[config.mk]
export PLATFORM = sky130hd
export DESIGN_NAME = ipt_timing_core
export DESIGN_NICKNAME = d
export VERILOG_FILES = /design/src/inc/ipt_pkg.sv /design/src/hdl/ipt_timing_core.sv /design/src/hdl/ipt_sig_width.sv
export VERILOG_INCLUDE_DIRS = /design/src /design/src/inc
export SDC_FILE = /design/constraint.sdc
export NUM_CORES = 1
export LEC_CHECK = 0
export BUFFER_PORTS_ARGS = -buffer_cell sky130_fd_sc_hd__buf_2
export CAP_MARGIN = 20
export CORE_ASPECT_RATIO = 0.5
export CORE_MARGIN = 8
export CORE_UTILIZATION = 54
export CTS_CLUSTER_SIZE = 28
export DETAILED_ROUTE_END_ITERATION = 8
export MAX_ROUTING_LAYER = met4
export PLACE_DENSITY = 0.81
export SLEW_MARGIN = 20
export SYNTH_ARGS = -nofsm -noshare
export SYNTH_HDL_FRONTEND = slang
export SYNTH_SLANG_ARGS = --single-unit
[constraint.sdc]
create_clock -name clk_sys_in -period 3.6 [get_ports clk_sys_in]
set_clock_uncertainty 0.1 [all_clocks]
set_input_delay 0.72 -clock clk_sys_in [delete_from_list [all_inputs] [get_ports clk_sys_in]]
set_output_delay 0.72 -clock clk_sys_in [all_outputs]
set_load 0.03 [all_outputs]
[src/inc/ipt_params.svh]
`ifndef IPT_PARAMS_SVH
`define IPT_PARAMS_SVH

// ****************************************
// Execution cycle counts per class
// ****************************************
`define IPT_CYC_SIMPLE      6'h01
`define IPT_CYC_BR_NOT      6'h01
`define IPT_CYC_BR_TAKEN    6'h02
`define IPT_CYC_LDST        6'h02
`define IPT_CYC_CALL_IND    6'h03
`define IPT_CYC_CTRL_MOVE   6'h02
`define IPT_CYC_QUARTET     6'h05
`define IPT_CYC_EFFECT      6'h01
`define IPT_CYC_MUL_MIN     6'h03
`define IPT_CYC_MUL_MAX     6'h12
`define IPT_CYC_DIV_MIN     6'h03
`define IPT_CYC_DIV_MAX     6'h25
`define IPT_CYC_DIV_BASE    6'h05

// ****************************************
// Reset values
// ****************************************
`define IPT_RST_CYCLES      6'h00
`define IPT_RST_WORD        32'h0000_0000

`endif

[src/inc/ipt_pkg.sv]
`default_nettype none

package ipt_pkg;

    // ****************************************
    // Instruction classes seen by the timer
    // ****************************************
    typedef enum logic [3:0] {
        IPT_OP_SIMPLE    = 4'h0, // Shifts, byte test, carry copy
        IPT_OP_BRANCH    = 4'h1, // Conditional and plain branches
        IPT_OP_LOOP      = 4'h2, // loop_decrement_branch
        IPT_OP_LOAD      = 4'h3, // single_load_op, relative word
        IPT_OP_STORE     = 4'h4, // single_store_op
        IPT_OP_GROUP     = 4'h5, // load/store_register_group
        IPT_OP_QUARTET   = 4'h6, // load/store_register_quartet
        IPT_OP_CALL_IND  = 4'h7, // indirect_subroutine_call
        IPT_OP_CTRL_MOVE = 4'h8, // read/write_control_reg_op
        IPT_OP_MUL       = 4'h9, // multiply_op
        IPT_OP_DIV       = 4'ha, // Signed and unsigned_divide_op
        IPT_OP_BREAKPOINT_OP      = 4'hb, // breakpoint_op
        IPT_OP_DOZE      = 4'hc,
        IPT_OP_WAIT      = 4'hd,
        IPT_OP_STOP      = 4'he
    } ipt_op_t;

    // ****************************************
    // Sequencer states, one-hot
    // ****************************************
    typedef enum logic [2:0] {
        IPT_ST_IDLE = 3'b001, // Ready for issue
        IPT_ST_EXEC = 3'b010, // Multi-cycle execution
        IPT_ST_HOLD = 3'b100  // Effect waits for bus to drain
    } ipt_state_t;

endpackage : ipt_pkg

`default_nettype wire

[src/hdl/ipt_timing_core.sv]
// Notes on behaviour
// - branches take one cycle, two if taken
// - halt-type ops wait for bus to drain
// - register group takes count plus one
// - multiply takes three to eighteen cycles
// - indirect subroutine call takes three cycles
// - control register moves take two cycles
// - register quartet transfer takes five cycles
// - loop decrements, updates carry, branches
// - all logical shifts take one cycle
// - nonzero byte test takes one cycle
// - inverted carry copy takes one cycle
// - divide takes three to thirty-seven cycles
`include "ipt_params.svh"
`default_nettype none

module ipt_timing_core
    import ipt_pkg::*;
(
    input  wire logic        clk_sys_in,       // System clock, 100 MHz
    input  wire logic        rstn_in,          // Async reset, active low
    input  wire logic        issue_valid_in,   // Instruction offered
    input  wire ipt_op_t     issue_op_in,      // Its class
    input  wire logic        branch_taken_in,  // Branch condition holds
    input  wire logic [4:0]  reg_count_in,     // Registers in a group
    input  wire logic [31:0] result_mag_in,    // Multiply/divide result size
    input  wire logic [31:0] loop_value_in,    // Loop register before update
    input  wire logic        mem_wait_in,      // Memory inserts a wait state
    input  wire logic        bus_busy_in,      // Bus transactions outstanding
    output logic             issue_ready_out,  // Issue accepted if offered this cycle
    output logic             done_out,         // Instruction completed
    output logic      [5:0]  cycles_out,       // Cycles it took
    output logic      [31:0] loop_value_out,   // Decremented loop register
    output logic             carry_out,        // Carry after loop update
    output logic             breakpoint_out,   // Breakpoint takes effect
    output logic             doze_out,         // Doze takes effect
    output logic             wait_out,         // Wait takes effect
    output logic             stop_out          // Stop takes effect
);

    // ****************************************
    // State
    // ****************************************
    ipt_state_t  state_reg, state_next;     // Sequencer
    ipt_op_t     op_reg, op_next;           // Class in flight
    logic [5:0]  left_reg, left_next;       // Cycles still to run
    logic [5:0]  cyc_reg, cyc_next;         // Cycles so far
    logic [5:0]  cycles_reg, cycles_next;   // Reported duration
    logic        done_reg, done_next;       // Completion pulse
    logic [31:0] loop_reg, loop_next;       // Loop register result
    logic        carry_reg, carry_next;     // Loop carry result
    logic [3:0]  fx_reg, fx_next;           // Effect pulses
    logic [5:0]  sig_w;                     // Result significance
    logic [5:0]  dur;                       // Duration of offered op
    logic        issue;                     // Issue accepted

    ipt_sig_width u_sig (
        .value_in  (result_mag_in),
        .width_out (sig_w)
    );

    assign issue_ready_out = (state_reg == IPT_ST_IDLE);
    assign issue           = issue_valid_in && issue_ready_out;

    // True for the four halt-type classes
    function automatic logic ipt_is_effect(input ipt_op_t op);
        return (op == IPT_OP_BREAKPOINT_OP) || (op == IPT_OP_DOZE) ||
               (op == IPT_OP_WAIT) || (op == IPT_OP_STOP);
    endfunction : ipt_is_effect

    // One-hot pulse pattern for a halt-type class
    function automatic logic [3:0] ipt_fx_code(input ipt_op_t op);
        case (op)
            IPT_OP_BREAKPOINT_OP: return 4'h1;
            IPT_OP_DOZE: return 4'h2;
            IPT_OP_WAIT: return 4'h4;
            IPT_OP_STOP: return 4'h8;
            default:     return 4'h0;
        endcase
    endfunction : ipt_fx_code

    // ****************************************
    // Duration of the offered instruction
    // ****************************************
    always_comb
    begin
        case (issue_op_in)
            // Taken branch costs a refetch
            IPT_OP_BRANCH, IPT_OP_LOOP:
                dur = branch_taken_in ? `IPT_CYC_BR_TAKEN : `IPT_CYC_BR_NOT;
            // Wait states are added while executing
            IPT_OP_LOAD, IPT_OP_STORE:
                dur = `IPT_CYC_LDST;
            IPT_OP_GROUP:
                dur = 6'({1'b0, reg_count_in} + 6'h01);
            IPT_OP_QUARTET:
                dur = `IPT_CYC_QUARTET;
            IPT_OP_CALL_IND:
                dur = `IPT_CYC_CALL_IND;
            IPT_OP_CTRL_MOVE:
                dur = `IPT_CYC_CTRL_MOVE;
            // Two result bits retired per cycle
            IPT_OP_MUL:
                dur = (`IPT_CYC_MUL_MIN + (sig_w >> 1) > `IPT_CYC_MUL_MAX) ?
                      `IPT_CYC_MUL_MAX : `IPT_CYC_MUL_MIN + (sig_w >> 1);
            // One quotient bit per cycle plus setup
            IPT_OP_DIV:
                dur = (sig_w == 6'h00) ? `IPT_CYC_DIV_MIN :
                      sig_w + `IPT_CYC_DIV_BASE;
            // Halt-type ops execute in one cycle
            IPT_OP_BREAKPOINT_OP, IPT_OP_DOZE, IPT_OP_WAIT, IPT_OP_STOP:
                dur = `IPT_CYC_EFFECT;
            // Shifts, byte test, carry copy
            default:
                dur = `IPT_CYC_SIMPLE;
        endcase
    end

    // ****************************************
    // Sequencer next state
    // ****************************************
    always_comb
    begin
        state_next  = state_reg;
        op_next     = op_reg;
        left_next   = left_reg;
        cyc_next    = cyc_reg;
        cycles_next = cycles_reg;
        done_next   = 1'b0;
        loop_next   = loop_reg;
        carry_next  = carry_reg;
        fx_next     = 4'h0;
        case (state_reg)
            IPT_ST_IDLE:
            begin
                if (issue)
                begin
                    op_next  = issue_op_in;
                    cyc_next = 6'h01;
                    if (issue_op_in == IPT_OP_LOOP)
                    begin
                        // Carry tells software the count is not yet spent
                        loop_next  = loop_value_in - 32'h0000_0001;
                        carry_next = (loop_value_in - 32'h0000_0001) != 32'h0;
                    end
                    if (ipt_is_effect(issue_op_in) && bus_busy_in)
                    begin
                        // Executed, but effect held until bus drains
                        state_next  = IPT_ST_HOLD;
                        cycles_next = `IPT_CYC_EFFECT;
                    end
                    else if (dur == 6'h01)
                    begin
                        done_next   = 1'b1;
                        cycles_next = 6'h01;
                        fx_next     = ipt_fx_code(issue_op_in);
                    end
                    else
                    begin
                        state_next = IPT_ST_EXEC;
                        left_next  = dur - 6'h01;
                    end
                end
            end
            IPT_ST_EXEC:
            begin
                cyc_next = cyc_reg + 6'h01;
                // Memory wait states stretch single transfers
                if (!(((op_reg == IPT_OP_LOAD) || (op_reg == IPT_OP_STORE)) && mem_wait_in))
                begin
                    left_next = left_reg - 6'h01;
                    if (left_reg == 6'h01)
                    begin
                        state_next  = IPT_ST_IDLE;
                        done_next   = 1'b1;
                        cycles_next = cyc_reg + 6'h01;
                    end
                end
            end
            IPT_ST_HOLD:
            begin
                // No issue accepted while the effect is pending
                if (!bus_busy_in)
                begin
                    state_next = IPT_ST_IDLE;
                    done_next  = 1'b1;
                    fx_next    = ipt_fx_code(op_reg);
                end
            end
            default:
            begin
                state_next = IPT_ST_IDLE;
            end
        endcase
    end

    // ****************************************
    // Registers
    // ****************************************
    always_ff @(posedge clk_sys_in or negedge rstn_in)
    begin
        if (!rstn_in)
        begin
            state_reg  <= IPT_ST_IDLE;
            op_reg     <= IPT_OP_SIMPLE;
            left_reg   <= `IPT_RST_CYCLES;
            cyc_reg    <= `IPT_RST_CYCLES;
            cycles_reg <= `IPT_RST_CYCLES;
            done_reg   <= 1'b0;
            loop_reg   <= `IPT_RST_WORD;
            carry_reg  <= 1'b0;
            fx_reg     <= 4'h0;
        end
        else
        begin
            state_reg  <= state_next;
            op_reg     <= op_next;
            left_reg   <= left_next;
            cyc_reg    <= cyc_next;
            cycles_reg <= cycles_next;
            done_reg   <= done_next;
            loop_reg   <= loop_next;
            carry_reg  <= carry_next;
            fx_reg     <= fx_next;
        end
    end

    assign done_out       = done_reg;
    assign cycles_out     = cycles_reg;
    assign loop_value_out = loop_reg;
    assign carry_out      = carry_reg;
    assign breakpoint_out = fx_reg[0];
    assign doze_out       = fx_reg[1];
    assign wait_out       = fx_reg[2];
    assign stop_out       = fx_reg[3];

    // Group size kept from issue, so the check does not rely on the sequencer
    logic [4:0] grp_cnt_reg;
    always_ff @(posedge clk_sys_in or negedge rstn_in)
    begin
        if (!rstn_in)
        begin
            grp_cnt_reg <= 5'h00;
        end
        else if (issue)
        begin
            grp_cnt_reg <= reg_count_in;
        end
    end
endmodule : ipt_timing_core

`default_nettype wire

[src/hdl/ipt_sig_width.sv]
`default_nettype none

// ****************************************
// Significant bit count of a result
// ****************************************
module ipt_sig_width
    import ipt_pkg::*;
(
    input  wire logic [31:0] value_in,  // Result magnitude
    output logic      [5:0]  width_out  // 0 when value is zero
);

    // Position of the highest set bit plus one
    function automatic logic [5:0] ipt_msb_width(input logic [31:0] v);
        logic [5:0] w;
        w = 6'h00;
        for (int i = 0; i < 32; i++)
        begin
            if (v[i])
            begin
                w = 6'(i + 1);
            end
        end
        return w;
    endfunction : ipt_msb_width

    // Pure decode, no state
    always_comb
    begin
        width_out = ipt_msb_width(value_in);
    end

endmodule : ipt_sig_width

`default_nettype wire

== Word-level counts from Yosys, hierarchy flattened ==
Cells that the tools add are included.
Cells by class
  order comparisons: 1
  reduce and logical (&&, ||, !) cells: 18
  multiplexer cells: 70
  equal/unequal tests: 33
  add/sub/neg operators: 7
Operators by type and width (number)
  5-bit two-way mux: 16
  6-bit two-way mux: 13
  4-bit two-way mux: 12
  4-bit == test (second input constant): 11
  6-bit one-hot mux with 7 select lines: 1
  6-bit one-hot mux with 2 select lines: 3
  4-bit one-hot mux with 4 select lines: 2
  32-bit nonzero test: 1
  32-bit by 1-bit subtractor with 32-bit output (second input constant): 1
  3-bit two-way mux: 10
  4-bit by 3-bit == test with 1-bit output (second input constant): 5
  5-bit AND reduction: 3
  4-bit by 2-bit == test with 1-bit output (second input constant): 3
  6-bit by 1-bit == test with 1-bit output (second input constant): 2
  6-bit by 1-bit subtractor with 6-bit output (second input constant): 2
  2-bit != test (second input constant): 5
  3-bit one-hot mux with 3 select lines: 1
  4-bit one-hot mux with 2 select lines: 1
  1-bit two-way mux: 7
  2-bit by 5-bit adder with 6-bit output (first input constant): 1
  5-bit by 1-bit adder with 6-bit output (second input constant): 1
  6-bit by 1-bit adder with 6-bit output (second input constant): 1
  6-bit by 3-bit adder with 6-bit output (second input constant): 1
  6-bit by 5-bit > comparator with 1-bit output (second input constant): 1
  other kinds (17): 25
Storage, ports and cells
  output and inout bits: 45
  word-level logic and storage cells: 138
  bits in registers: 63

== Logic depth before layout (Yosys ltp) ==
Gate-level depths: netlist of the first run.
  depth after elaboration: 41
  mapped depth: 19
  depth with buffers taken out: 19

== Hierarchy ==
Synthesis of the first run repeated with hierarchy kept, for this count alone.
Unflattened totals
  cell total of the unflattened synthesis: 597
  area, all modules: 4805.9 um2
Modules (own cells, without submodules)
  ipt_timing_core: cells an instance 536, seq. area each 1577.8 um2, times used 1, area each 4471.8 um2
  ipt_sig_width: cells an instance 61, seq. area each 0.0 um2, times used 1, area each 334.1 um2

== Worst setup path before layout of the first run ==
Ideal clock, no wire load.
  kind: in2reg
  start point: input result_mag_in[11]
  end point: register left_reg[2]
  stages: 17
  slack: -363 ps
  required time: 3406 ps
  buffers on the path: 0
  arrival time: 3769 ps
  cells stage by stage: or3_1 > a221oi_1 > o21ai_1 > a211oi_2 > ha_1 > inv_1 > a21oi_1 > a21oi_1 > o32ai_1 > a211oi_1 > ha_1 > inv_1 > a2111oi_4 > o311ai_2 > o21ai_4 > nand2_4 > a221oi_2
Between the ends
  cells in the longest elaborated chain, start to end: 30
  elaborated cells between the ends (all ways): 36
  classes of those cells: add/sub (3); order compare (1); eq/ne (2); mux (28); reduce/logical (2)
Ends and longest elaborated chain
  from (decl): line ipt_timing_core.sv:26  | input wire logic [31:0] result_mag_in,
  4-bit two-way mux (*) (4 in series): line ipt_sig_width.sv:19  | if (v[i])
  5-bit two-way mux (*) (16 in series): line ipt_sig_width.sv:19
  6-bit two-way mux (*): line ipt_sig_width.sv:19
  2-bit by 5-bit adder with 6-bit output (no line)
  6-bit by 5-bit > comparator with 1-bit output (no line)
  6-bit two-way mux: line ipt_timing_core.sv:104  | dur = (`IPT_CYC_MUL_MIN + (sig_w >> 1) > `IPT_CYC_MUL_MAX) ?
  6-bit one-hot mux with 7 select lines (*): line ipt_timing_core.sv:87  | case (issue_op_in)
  6-bit by 1-bit subtractor with 6-bit output: line ipt_timing_core.sv:161  | left_next = dur - 6'h01;
  6-bit two-way mux: line ipt_timing_core.sv:152  | else if (dur == 6'h01)
  6-bit two-way mux: line ipt_timing_core.sv:146  | if (ipt_is_effect(issue_op_in) && bus_busy_in)
  6-bit two-way mux: line ipt_timing_core.sv:136  | if (issue)
  6-bit one-hot mux with 2 select lines: line ipt_timing_core.sv:133  | case (state_reg)
  to (signal assigned): line ipt_timing_core.sv:206  | left_reg <= `IPT_RST_CYCLES;
  to (signal assigned): line ipt_timing_core.sv:218  | left_reg <= left_next;
  to (decl): line ipt_timing_core.sv:46  | logic [5:0] left_reg, left_next;
Mark *: on every way between the ends. The rest lies on a longest branch, timed or not. The select of a mux whose other input is x is not followed.
A chain may end at the register's enable or synchronous reset.

== Worst setup path after layout of the first run ==
  start point: input result_mag_in[10]
  end point: register cycles_reg[3], in the netlist cycles_out[3]
Between the ends
  cells in the longest elaborated chain, start to end: 29
  elaborated cells between the ends (all ways): 32
  classes of those cells: add/sub (2); order compare (1); eq/ne (2); mux (25); reduce/logical (2)
Ends and longest elaborated chain
  4-bit two-way mux (*) (5 in series): line ipt_sig_width.sv:19
  5-bit two-way mux (*) (16 in series): line ipt_sig_width.sv:19
  6-bit two-way mux (*): line ipt_sig_width.sv:19
  2-bit by 5-bit adder with 6-bit output (no line)
  6-bit by 5-bit > comparator with 1-bit output (no line)
  6-bit two-way mux: line ipt_timing_core.sv:104
  6-bit one-hot mux with 7 select lines (*): line ipt_timing_core.sv:87
  6-bit by 1-bit == test with 1-bit output (*): line ipt_timing_core.sv:152
  3-bit by 1-bit != test with 1-bit output (no line) (*)
  5-bit AND reduction (no line) (*)
  to (signal assigned): line ipt_timing_core.sv:208  | cycles_reg <= `IPT_RST_CYCLES;
  to (signal assigned): line ipt_timing_core.sv:220  | cycles_reg <= cycles_next;
  to (decl): line ipt_timing_core.sv:48  | logic [5:0] cycles_reg, cycles_next;
Mark *: on every way between the ends. The rest lies on a longest branch, timed or not.

==> results of run 1 <==
repair_timing:
item	CTS	global route
resized for setup	24	25
setup buffers	8	7
pin swaps	23	19
setup endpoints to repair	19	19
endpoints found under the hold margin	0	0
cells in the final DEF (no fill, tap or decap), types with 6 or more instances in the layout:
| cell | n |
|---|---|
| a21oi_1 | 12 |
| nor2b_1 | 7 |
| mux2_2 | 7 |
| nor4_1 | 15 |
| ha_1 | 10 |
| dfrtp_1 | 62 |
| nor3_1 | 24 |
| xor2_1 | 15 |
| nor3b_1 | 7 |
| nand2b_1 | 11 |
| clkbuf_16 | 9 |
| nand2_1 | 84 |
| nor2_1 | 46 |
| buf_2 | 122 |
| nand3_1 | 12 |
| nand4_1 | 7 |
| nand3b_1 | 6 |
| o21ai_0 | 43 |
| buf_4 | 94 |
| inv_1 | 17 |
| or3_1 | 8 |
| xnor2_1 | 26 |
| o21ai_1 | 7 |
| o31ai_1 | 7 |
worst min-delay path: cells and delay by family, from the launching register on:
kind             cells  cell delay (ps)
flip-flops           1              340
AND/OR/NAND/NOR      2              100
power groups by stage:
stage          clock (W)  combinational [W]  sequential (W)
2_1_floorplan          0           0.000564         0.00138
3_3_place_gp           0            0.00128         0.00111
4_1_cts         0.000805            0.00137         0.00111
6_report        0.000792            0.00142         0.00113
3_5_place_dp           0            0.00132         0.00112
5_1_grt         0.000842            0.00153         0.00116
final cells by class:
cell class	instances	area share, %
sequential	63	23.8
clock inverter	3	0.265
clock buffer	13	3.93
inverter	20	1.13
tap	117	2.21
multi-input combinational	466	48.3
timing repair buffer	218	20.3
through the flow:
step	cells	hold slack (ps)
global route	900	406
detailed placement	869	359
global placement	869	356
floorplan	568	324
finish	900	376
CTS	893	378
metal layers:
layer	vias to the layer above	share of wire, %	GRT usage (%)
li1	2504	-	-
met1	2425	42	26.3
met2	210	50	43.0
met3	47	5.4	4.73
met4	0	3.0	9.69
met5	-	0	-
path summary, 6_finish.rpt:
path / startpoint / end / slack, ps
setup / recovery: result_mag_in[10] / cycles_out[3]$_DFFE_PN0P_ / -280
hold / removal: loop_value_out[27]$_DFFE_PN0P_ / loop_value_out[27]$_DFFE_PN0P_ / 380
setup reg to reg: state_reg[0]$_DFFE_PN1P_ / carry_out$_DFFE_PN0P_ / 650
hold reg to reg: loop_value_out[27]$_DFFE_PN0P_ / loop_value_out[27]$_DFFE_PN0P_ / 380
max in group asynchronous: rstn_in / loop_value_out[20]$_DFFE_PN0P_ / 2400
min in group asynchronous: rstn_in / loop_value_out[1]$_DFFE_PN0P_ / 460
cell families after synthesis:
family                     synth area share, %
and+or+nand+nor                           29.6
muxes                                     2.74
DFF                                       33.5
buffers and inverters                     3.30
AOI/OAI and AO/OA                         19.9
adders and majority gates                 3.40
xor gates and xnor gates                  7.63
cell usage after synthesis, types with 15 or more instances:
cell	count
xor2_1	15
dfrtp_1	62
a21oi_1	15
inv_1	20
xnor2_1	26
nor3_1	24
nor2_1	47
nand2_1	86
nor4_1	15
clkbuf_1	16
o21ai_0	46
==> impl_metrics.ini, run 1 <==
[clock_tree]
cts_tree = done
cts_made_buffers = 9
hold_buffers = 0
clock_path_buffers = 2
path_clk_slew_ps = 50
clockRootBuffer = clkbuf_16
h-tree-depth = 3
insertion_delay_ps = 320
cts_sinks = 63

[logic_synthesis]
ys_types = 75
synth_top_cell_area_share_pct = 33.0
ys_warn_count = 0
syn-instance-count = 568
ys_ff_latch = 63
avgSynthCellArea_um2 = 8.29
synthArstFlopShare_pct = 100
synthTopCellsByArea = dfrtp_1 (33%), nand2_1 (6.9%), o21ai_0 (4.9%)
syn_nets = 659
synth_enable_flop_cells = 0
yosysTopAreaCell = dfrtp_1
synth_ff_type = dfrtp_1
ys_seq_area_share_pct = 33.5
netlist_area_mm2 = 0.00471

[route]
drt_wl_total_um = 14900
via_count = 5186
vias_per_cell = 5.76
drt_iter0_drc = 289
antenna_left = 0
wl_per_cell_um = 16.5
dr.pass1.iters = 7
drcViolationCount = 0

[cells_and_area]
n_antenna_cell = 0
regArea_mm2 = 0.00158
drive_above_1_share_pct = 37.9
largest_reg_flops = 32
fill_cells = 613
multi_input_area_mm2 = 0.00320
design_area_mm2 = 0.00662
fin_util_pct = 77.1
nNetsFinal = 869
area_growth_pct = 40.6

[place]
place_worst_setup_slack_ps = -583
portBuffers = 123
dpl.hpwl_um = 10600
routabilityCongestion = 0.929
place_area_mm2 = 0.00600

[timing]
finalSetupTns_ps = -3710
finalCritPeriodShare_pct = 108
tightest_slew_ps = 801
max_freq_ghz = 0.258
final-setup-viol-count = 19
layout_setup_ws_ps = -278
finalHoldViolCount = 0
drv_slew = 0
min_period_ps = 3880
max_slew_margin_pct = 46.6
rsz0062_at_grt = true

[power]
switching_share_pct = 41.4
pwr-share-comb_pct = 42.5
p_seq_share_pct = 33.8
clock_power_share_pct = 23.7
p_switching_w = 0.00138
max-vdd-ir-drop_mv = 0.490
p_leak_nw = 2.97
p_int_w = 0.00196
p_per_area_mw_per_mm2 = 505
finalPower_w = 0.00334

[hold_path]
hold_class = flip-flop to flip-flop
whs_path_depth = 2

[worst_setup_path]
r2r_cells = 9
critPathMaxFanout = 6
timing.critical_path.mode_cell = buf_4
critPathRequiredTime_ps = 3690
critPathLaunchType = input port
path_depth = 18
crit_chain = buf_2 -> buf_4 -> or3_1 -> o21ai_2 -> a211oi_2 -> buf_4 -> inv_1 -> ha_4 -> buf_4 -> o2111ai_2 -> o31ai_4 -> a211oi_2 -> a2111oi_4 -> o311ai_4 -> nor2_2 -> buf_4 -> o21ba_4 -> o22ai_2
critPathBufInv = 6
cp-end-kind = flip-flop
path_delay_family = compound AO/OA/AOI/OAI gates
max_stage_delay_ps = 430
crit_type = input port to flip-flop
cpMaxStageDelayCell = a2111oi_4
crit_arrival_ps = 3960

[die]
fp.dieW_um = 148
ios = 124
die-height_um = 82.0
core_region_area_mm2 = 0.00859
start_util_pct = 54.8
dieArea_mm2 = 0.0121
num_rows = 24

[global_route]
antenna_found_initial = 0
grt_overflow = 0
grt_max_degree = 64
grt_pass1_vias = 5088
grt_usage_pct = 24.0
grt_pass1_wl_um = 23400

[outcome]
failed_checks = negative setup slack
status = complete, but fails checks

[flow_run]
drv_cap = 0
No activity file was read; power rests on OpenSTA's default activity.
==> inputs of run 2 (changes only) <==
--- a/config.mk
+++ b/config.mk
@@ -8,13 +8,15 @@
 export LEC_CHECK = 0
 export BUFFER_PORTS_ARGS = -buffer_cell sky130_fd_sc_hd__buf_2
 export CAP_MARGIN = 20
+export CELL_PAD_IN_SITES_DETAIL_PLACEMENT = 0
+export CELL_PAD_IN_SITES_GLOBAL_PLACEMENT = 1
 export CORE_ASPECT_RATIO = 0.5
-export CORE_MARGIN = 8
-export CORE_UTILIZATION = 54
+export CORE_MARGIN = 2
+export CORE_UTILIZATION = 39
 export CTS_CLUSTER_SIZE = 28
 export DETAILED_ROUTE_END_ITERATION = 8
 export MAX_ROUTING_LAYER = met4
-export PLACE_DENSITY = 0.81
+export PLACE_DENSITY_LB_ADDON = 0.1
 export SLEW_MARGIN = 20
 export SYNTH_ARGS = -nofsm -noshare
 export SYNTH_HDL_FRONTEND = slang
==> impl_metrics.ini, run 2 (same netlist as run 1, synthesis figures left out) <==
[global_route]
grt_pass1_wl_um = 22800
antenna_found_initial = 0
grt_usage_pct = 22.4
grt_overflow = 0
grt_max_degree = 57
grt_pass1_vias = 4701

[timing]
tightest_slew_ps = 594
min_period_ps = 3810
max_slew_margin_pct = 59.9
drv_slew = 0
layout_setup_ws_ps = -212
finalCritPeriodShare_pct = 106
final-setup-viol-count = 18
finalHoldViolCount = 0
max_freq_ghz = 0.262
rsz0062_at_grt = true

[power]
p_per_area_mw_per_mm2 = 513
max-vdd-ir-drop_mv = 0.284
p_leak_nw = 2.93
finalPower_w = 0.00336

[die]
dieArea_mm2 = 0.0130
core_region_area_mm2 = 0.0118
num_rows = 28
start_util_pct = 39.9
die-height_um = 81.7
ios = 124
fp.dieW_um = 159

[outcome]
failed_checks = negative setup slack
status = complete, but fails checks

[cells_and_area]
fill_cells = 1195
n_antenna_cell = 0
most-common-layout-cells = buf_2 (120), buf_4 (88), nand2_1 (85)
regArea_mm2 = 0.00158
multi_input_area_mm2 = 0.00309
area_growth_pct = 39.0
nNetsFinal = 861
layout_commonest_cell = buf_2
drive_above_1_share_pct = 35.5
largest_reg_flops = 32

[clock_tree]
insertion_delay_ps = 330
hold_buffers = 0
clock_path_buffers = 2
cts_tree = done
h-tree-depth = 3
cts_made_buffers = 9
path_clk_slew_ps = 50
clockRootBuffer = clkbuf_16
cts_sinks = 63

[route]
wl_per_cell_um = 14.9
via_count = 4914
drt_wl_total_um = 14000
drt_iter0_drc = 162
drcViolationCount = 0
antenna_left = 0
dr.pass1.iters = 4
vias_per_cell = 5.23

[worst_setup_path]
critPathLaunchType = input port
crit_chain = buf_2 -> or4_4 -> o21a_1 -> o211ai_2 -> inv_1 -> ha_1 -> a21oi_2 -> o32ai_2 -> a211oi_2 -> ha_2 -> inv_2 -> a2111oi_4 -> o311ai_4 -> o21ai_4 -> nand2_4 -> a221oi_2
max_stage_delay_ps = 530
crit-reg2reg-capture = carry_out$_DFFE_PN0P_
critPathMaxFanout = 6
critPathRequiredTime_ps = 3730
crit_type = input port to flip-flop
critPathBufInv = 3
path_delay_family = compound AO/OA/AOI/OAI gates
cp-end-kind = flip-flop
crit_arrival_ps = 3940
r2r_cells = 9
r2r-start = state_reg[0]$_DFFE_PN1P_
cpMaxStageDelayCell = or4_4
r2r_setup_slack_ps = 790

[place]
place_worst_setup_slack_ps = -601
portBuffers = 123
routabilityCongestion = 0.969
dpl.hpwl_um = 10900

[hold_path]
hold_class = input port to async pin

[flow_run]
drv_cap = 0
-- run 2: cell types whose count changed in the layout (fill, tap and decap cells not counted), sizes merged --
| cell | before | now |
|---|---|---|
| clkinvlp | 1 | 0 |
| buf | 218 | 210 |
| bufinv | 0 | 2 |
| clkbuf | 13 | 12 |
-- run 2: area by class of cell --
| type | instances | share of cell area, % |
|---|---|---|
| Inverter | 20 | 1.15 |
| Timing Repair Buffer | 210 | 19.6 |
| Multi-Input combinational cell | 466 | 47.3 |
| Clock inverter | 4 | 1.07 |
| Tap cell | 165 | 3.16 |
| Sequential cell | 63 | 24.1 |
| Clock buffer | 12 | 3.61 |
-- run 2: worst max-delay path by stage --
stage	from	to	slack [ps]	depth (start not counted)
floorplan	result_mag_in[11]	left_reg[2]$_DFFE_PN0P_	-270	17
global placement	result_mag_in[18]	fx_reg[1]$_DFF_PN0_	-520	18
detailed placement	result_mag_in[11]	left_reg[2]$_DFFE_PN0P_	-600	18
CTS	result_mag_in[17]	left_reg[2]$_DFFE_PN0P_	-180	19
global route	result_mag_in[13]	left_reg[2]$_DFFE_PN0P_	-360	18
finish	result_mag_in[10]	left_reg[2]$_DFFE_PN0P_	-210	16
-- run 2: report_power, final --
group	internal [W]	total (W)	leakage [nW]	switching, W
combinational	0.000494	0.00134	1.97	0.000845
sequential	0.000940	0.00110	0.811	0.000164
clock	0.000604	0.000912	0.151	0.000308
-- run 2: worst register-to-register path, stage by stage, from the launching register on --
cell and delay, ps:
dfstp_2 570, inv_1 100, nor3_2 330, nand2_1 320
nor4_2 270, buf_4 210, and3_1 180, nand2_1 50
or4_1 420, o22a_1 170
-- run 2: timing repair --
action,4_1_cts,5_1_grt
gates cloned,0,0
endpoints found under the setup margin,18,19
buffers inserted,5,1
gates resized for setup,20,9
pin swaps,9,16
hold endpoints to repair,0,0
-- run 2: stage by stage --
step / cell area (um^2) / instances / hold slack, ps / setup TNS [ps] / util, %
2_1_floorplan: 4710 / 568 / 324 / -2700 / -
3_3_place_gp: 6060 / 918 / 354 / -9020 / 51.4
3_5_place_dp: 6060 / 918 / 365 / -10060 / 51.4
4_1_cts: 6500 / 939 / 333 / -1980 / 55.1
5_1_grt: 6540 / 940 / 357 / -5580 / 55.4
6_report: 6540 / 940 / 322 / -2730 / 55.4
-- run 2: metal layers --
metal	global-route usage, %	vias to the layer above	part of all wire, %
met5	-	-	0
met4	7.09	0	2.1
met3	4.75	23	4.7
met2	38.6	117	46
met1	26.8	2290	47
li1	-	2484	-
==> inputs of run 3 (changes only) <==
--- a/config.mk
+++ b/config.mk
@@ -6,13 +6,14 @@
 export SDC_FILE = /design/constraint.sdc
 export NUM_CORES = 1
 export LEC_CHECK = 0
+export ABC_AREA = 1
 export BUFFER_PORTS_ARGS = -buffer_cell sky130_fd_sc_hd__buf_2
 export CAP_MARGIN = 20
 export CELL_PAD_IN_SITES_DETAIL_PLACEMENT = 0
 export CELL_PAD_IN_SITES_GLOBAL_PLACEMENT = 1
 export CORE_ASPECT_RATIO = 0.5
 export CORE_MARGIN = 2
-export CORE_UTILIZATION = 39
+export CORE_UTILIZATION = 38
 export CTS_CLUSTER_SIZE = 28
 export DETAILED_ROUTE_END_ITERATION = 8
 export MAX_ROUTING_LAYER = met4
@@ -20,4 +21,5 @@
 export SLEW_MARGIN = 20
 export SYNTH_ARGS = -nofsm -noshare
 export SYNTH_HDL_FRONTEND = slang
+export SYNTH_HIERARCHICAL = 1
 export SYNTH_SLANG_ARGS = --single-unit
==> impl_metrics.ini, run 3 <==
[outcome]
status = complete, but fails checks
failed_checks = negative setup slack

[cells_and_area]
area_growth_pct = 31.7
layout_commonest_cell = nand2_1
nNetsFinal = 1013
largest_reg_flops = 32
regArea_mm2 = 0.00158
layout.cells.non_filler = 1095
n_antenna_cell = 0
drive_above_1_share_pct = 27.2
design_area_mm2 = 0.00647
multi_input_area_mm2 = 0.00293
most-common-layout-cells = nand2_1 (233), buf_2 (122), nor2_1 (113)
fill_cells = 1339

[logic_synthesis]
synthTopCellsByArea = dfrtp_1 (32%), nand2_1 (18%), nor2_1 (8.8%)
synth.area.mux_share_pct = 0
synth_adder_area_share_pct = 3.31
synth_compound_area_share_pct = 9.47
ys_ff_latch = 63
ys_warn_count = 6
synthArstFlopShare_pct = 100
synth_top_cell_area_share_pct = 31.6
synth_ff_type = dfrtp_1
ys_seq_area_share_pct = 32.1
synth_most_common_cell = nand2_1
syn_nets = 846
yosys.area_share.simple_pct = 39.6
avgSynthCellArea_um2 = 6.52
ys_types = 42
synth_top_family_by_area = simple AND/OR/NAND/NOR gates
netlist_area_mm2 = 0.00492
synth_xor_xnor_area_share_pct = 4.81
syn-instance-count = 754
synth_enable_flop_cells = 0
yosysTopAreaCell = dfrtp_1
synth.top_cells.by_count = nand2_1 (242), nor2_1 (115), inv_1 (93)

[clock_tree]
clock_path_buffers = 2
cts_made_buffers = 9
cts_sinks = 63
h-tree-depth = 3
path_clk_slew_ps = 50
clockRootBuffer = clkbuf_16
cts_tree = done
insertion_delay_ps = 330

[route]
drt_wl_total_um = 13100
vias_per_cell = 4.66
antenna_left = 0
drcViolationCount = 0
via_count = 5105
dr.pass1.iters = 4
drt_iter0_drc = 239
wl_per_cell_um = 12.0

[worst_setup_path]
critPathLaunchType = input port
r2r_cells = 10
cpMaxStageDelayCell = ha_2
cp-end-kind = flip-flop
crit_arrival_ps = 3950
crit-reg2reg-capture = loop_value_out[13]$_DFFE_PN0P_
r2r-start = state_reg[0]$_DFFE_PN1P_
critPathMaxFanout = 6
critPathRequiredTime_ps = 3720
r2r_setup_slack_ps = 1140
max_stage_delay_ps = 250
crit_type = input port to flip-flop
timing.critical_path.mode_cell = nand2_1

[place]
placed_cells = 1073
dpl.hpwl_um = 10700
portBuffers = 123
place_area_mm2 = 0.00601
routabilityCongestion = 0.898

[timing]
finalSetupTns_ps = -3140
final-setup-viol-count = 17
drv_slew = 0
min_period_ps = 3830
rsz0062_at_grt = true
layout_setup_ws_ps = -229
max_slew_margin_pct = 55.7
finalHoldViolCount = 0
finalCritPeriodShare_pct = 106
max_freq_ghz = 0.261
tightest_slew_ps = 665

[die]
core_region_area_mm2 = 0.0127
dieArea_mm2 = 0.0139
die-height_um = 84.4
num_rows = 29
ios = 124
fp.dieW_um = 165
start_util_pct = 38.8

[power]
max-vdd-ir-drop_mv = 0.458
clock_power_share_pct = 22.4
p_leak_nw = 3.47
p_int_w = 0.00213
p_per_area_mw_per_mm2 = 581
p_seq_share_pct = 31.2
p_switching_w = 0.00163
pwr-share-comb_pct = 46.4
finalPower_w = 0.00376
switching_share_pct = 43.4

[global_route]
grt_pass1_wl_um = 22000
grt_pass1_vias = 4838
grt_usage_pct = 20.4
grt_max_degree = 42
antenna_found_initial = 0
grt_overflow = 0

[flow_run]
drv_cap = 0

[hold_path]
hold_class = input port to async pin
-- run 3: cell type report --
type / instances / area share (%)
multi-input combinational: 574 / 45.3
sequential: 63 / 24.4
timing repair buffer: 166 / 15.2
inverter: 107 / 7.50
clock buffer: 11 / 3.59
tap: 170 / 3.29
clock inverter: 4 / 0.734
-- run 3: kinds of logic after synthesis --
| kind of cell | Yosys count |
|---|---|
| compound gates | 79 |
| xor+xnor | 27 |
| fa+ha+maj | 13 |
| buf+inv | 117 |
| flops | 63 |
| simple gates | 455 |
-- run 3: power by group through the flow --
| stage | clock (W) | sequential [W] | combinational [W] |
|---|---|---|---|
| after floorplan | 0 | 0.00156 | 0.000725 |
| after global placement | 0 | 0.00117 | 0.00162 |
| after detailed placement | 0 | 0.00118 | 0.00164 |
| after CTS | 0.000856 | 0.00118 | 0.00175 |
| after global routing | 0.000882 | 0.00122 | 0.00194 |
| final | 0.000842 | 0.00117 | 0.00175 |
-- run 3: through the flow --
stage                     util [%]  hold WS [ps]  worst slack, ps
final                         51.1           313             -229
after CTS                     50.8           346             -237
after global placement        47.5           349             -562
after detailed placement      47.5           354             -623
after floorplan                  -           324             -239
after global routing          51.1           383             -649
-- run 3: worst max path at each step --
stage	from	endpoint	slack, ps	cells after the start
5_1_grt	result_mag_in[1]	fx_reg[3]$_DFF_PN0_	-650	47
6_report	result_mag_in[1]	cycles_out[0]$_DFFE_PN0P_	-230	48
2_1_floorplan	result_mag_in[1]	cycles_out[3]$_DFFE_PN0P_	-240	47
3_5_place_dp	result_mag_in[1]	cycles_out[0]$_DFFE_PN0P_	-620	48
4_1_cts	result_mag_in[1]	cycles_out[0]$_DFFE_PN0P_	-240	48
3_3_place_gp	result_mag_in[1]	cycles_out[0]$_DFFE_PN0P_	-560	48
-- run 3: routing by layer --
layer  wire (um)  track usage [%]
met4         129             4.90
met2        6120             34.1
met3         599             3.80
met5           0                -
met1        6300             25.6
-- run 3: timing repair --
action	CTS	global route
resized for setup	19	11
setup endpoints to repair	18	19
gates cloned	1	0
pin swaps	1	7
setup buffers	5	1
hold endpoints to repair	0	0
hold buffers	0	0
-- run 3: critical path, delay by kind of cell --
| kind | cells | cell delay [ps] |
|---|---|---|
| AND/OR/NAND/NOR | 38 | 2030 |
| buffers and inverters | 5 | 440 |
| adder cells (fa/ha/maj) | 2 | 440 |
| AO/OA/AOI/OAI | 3 | 330 |
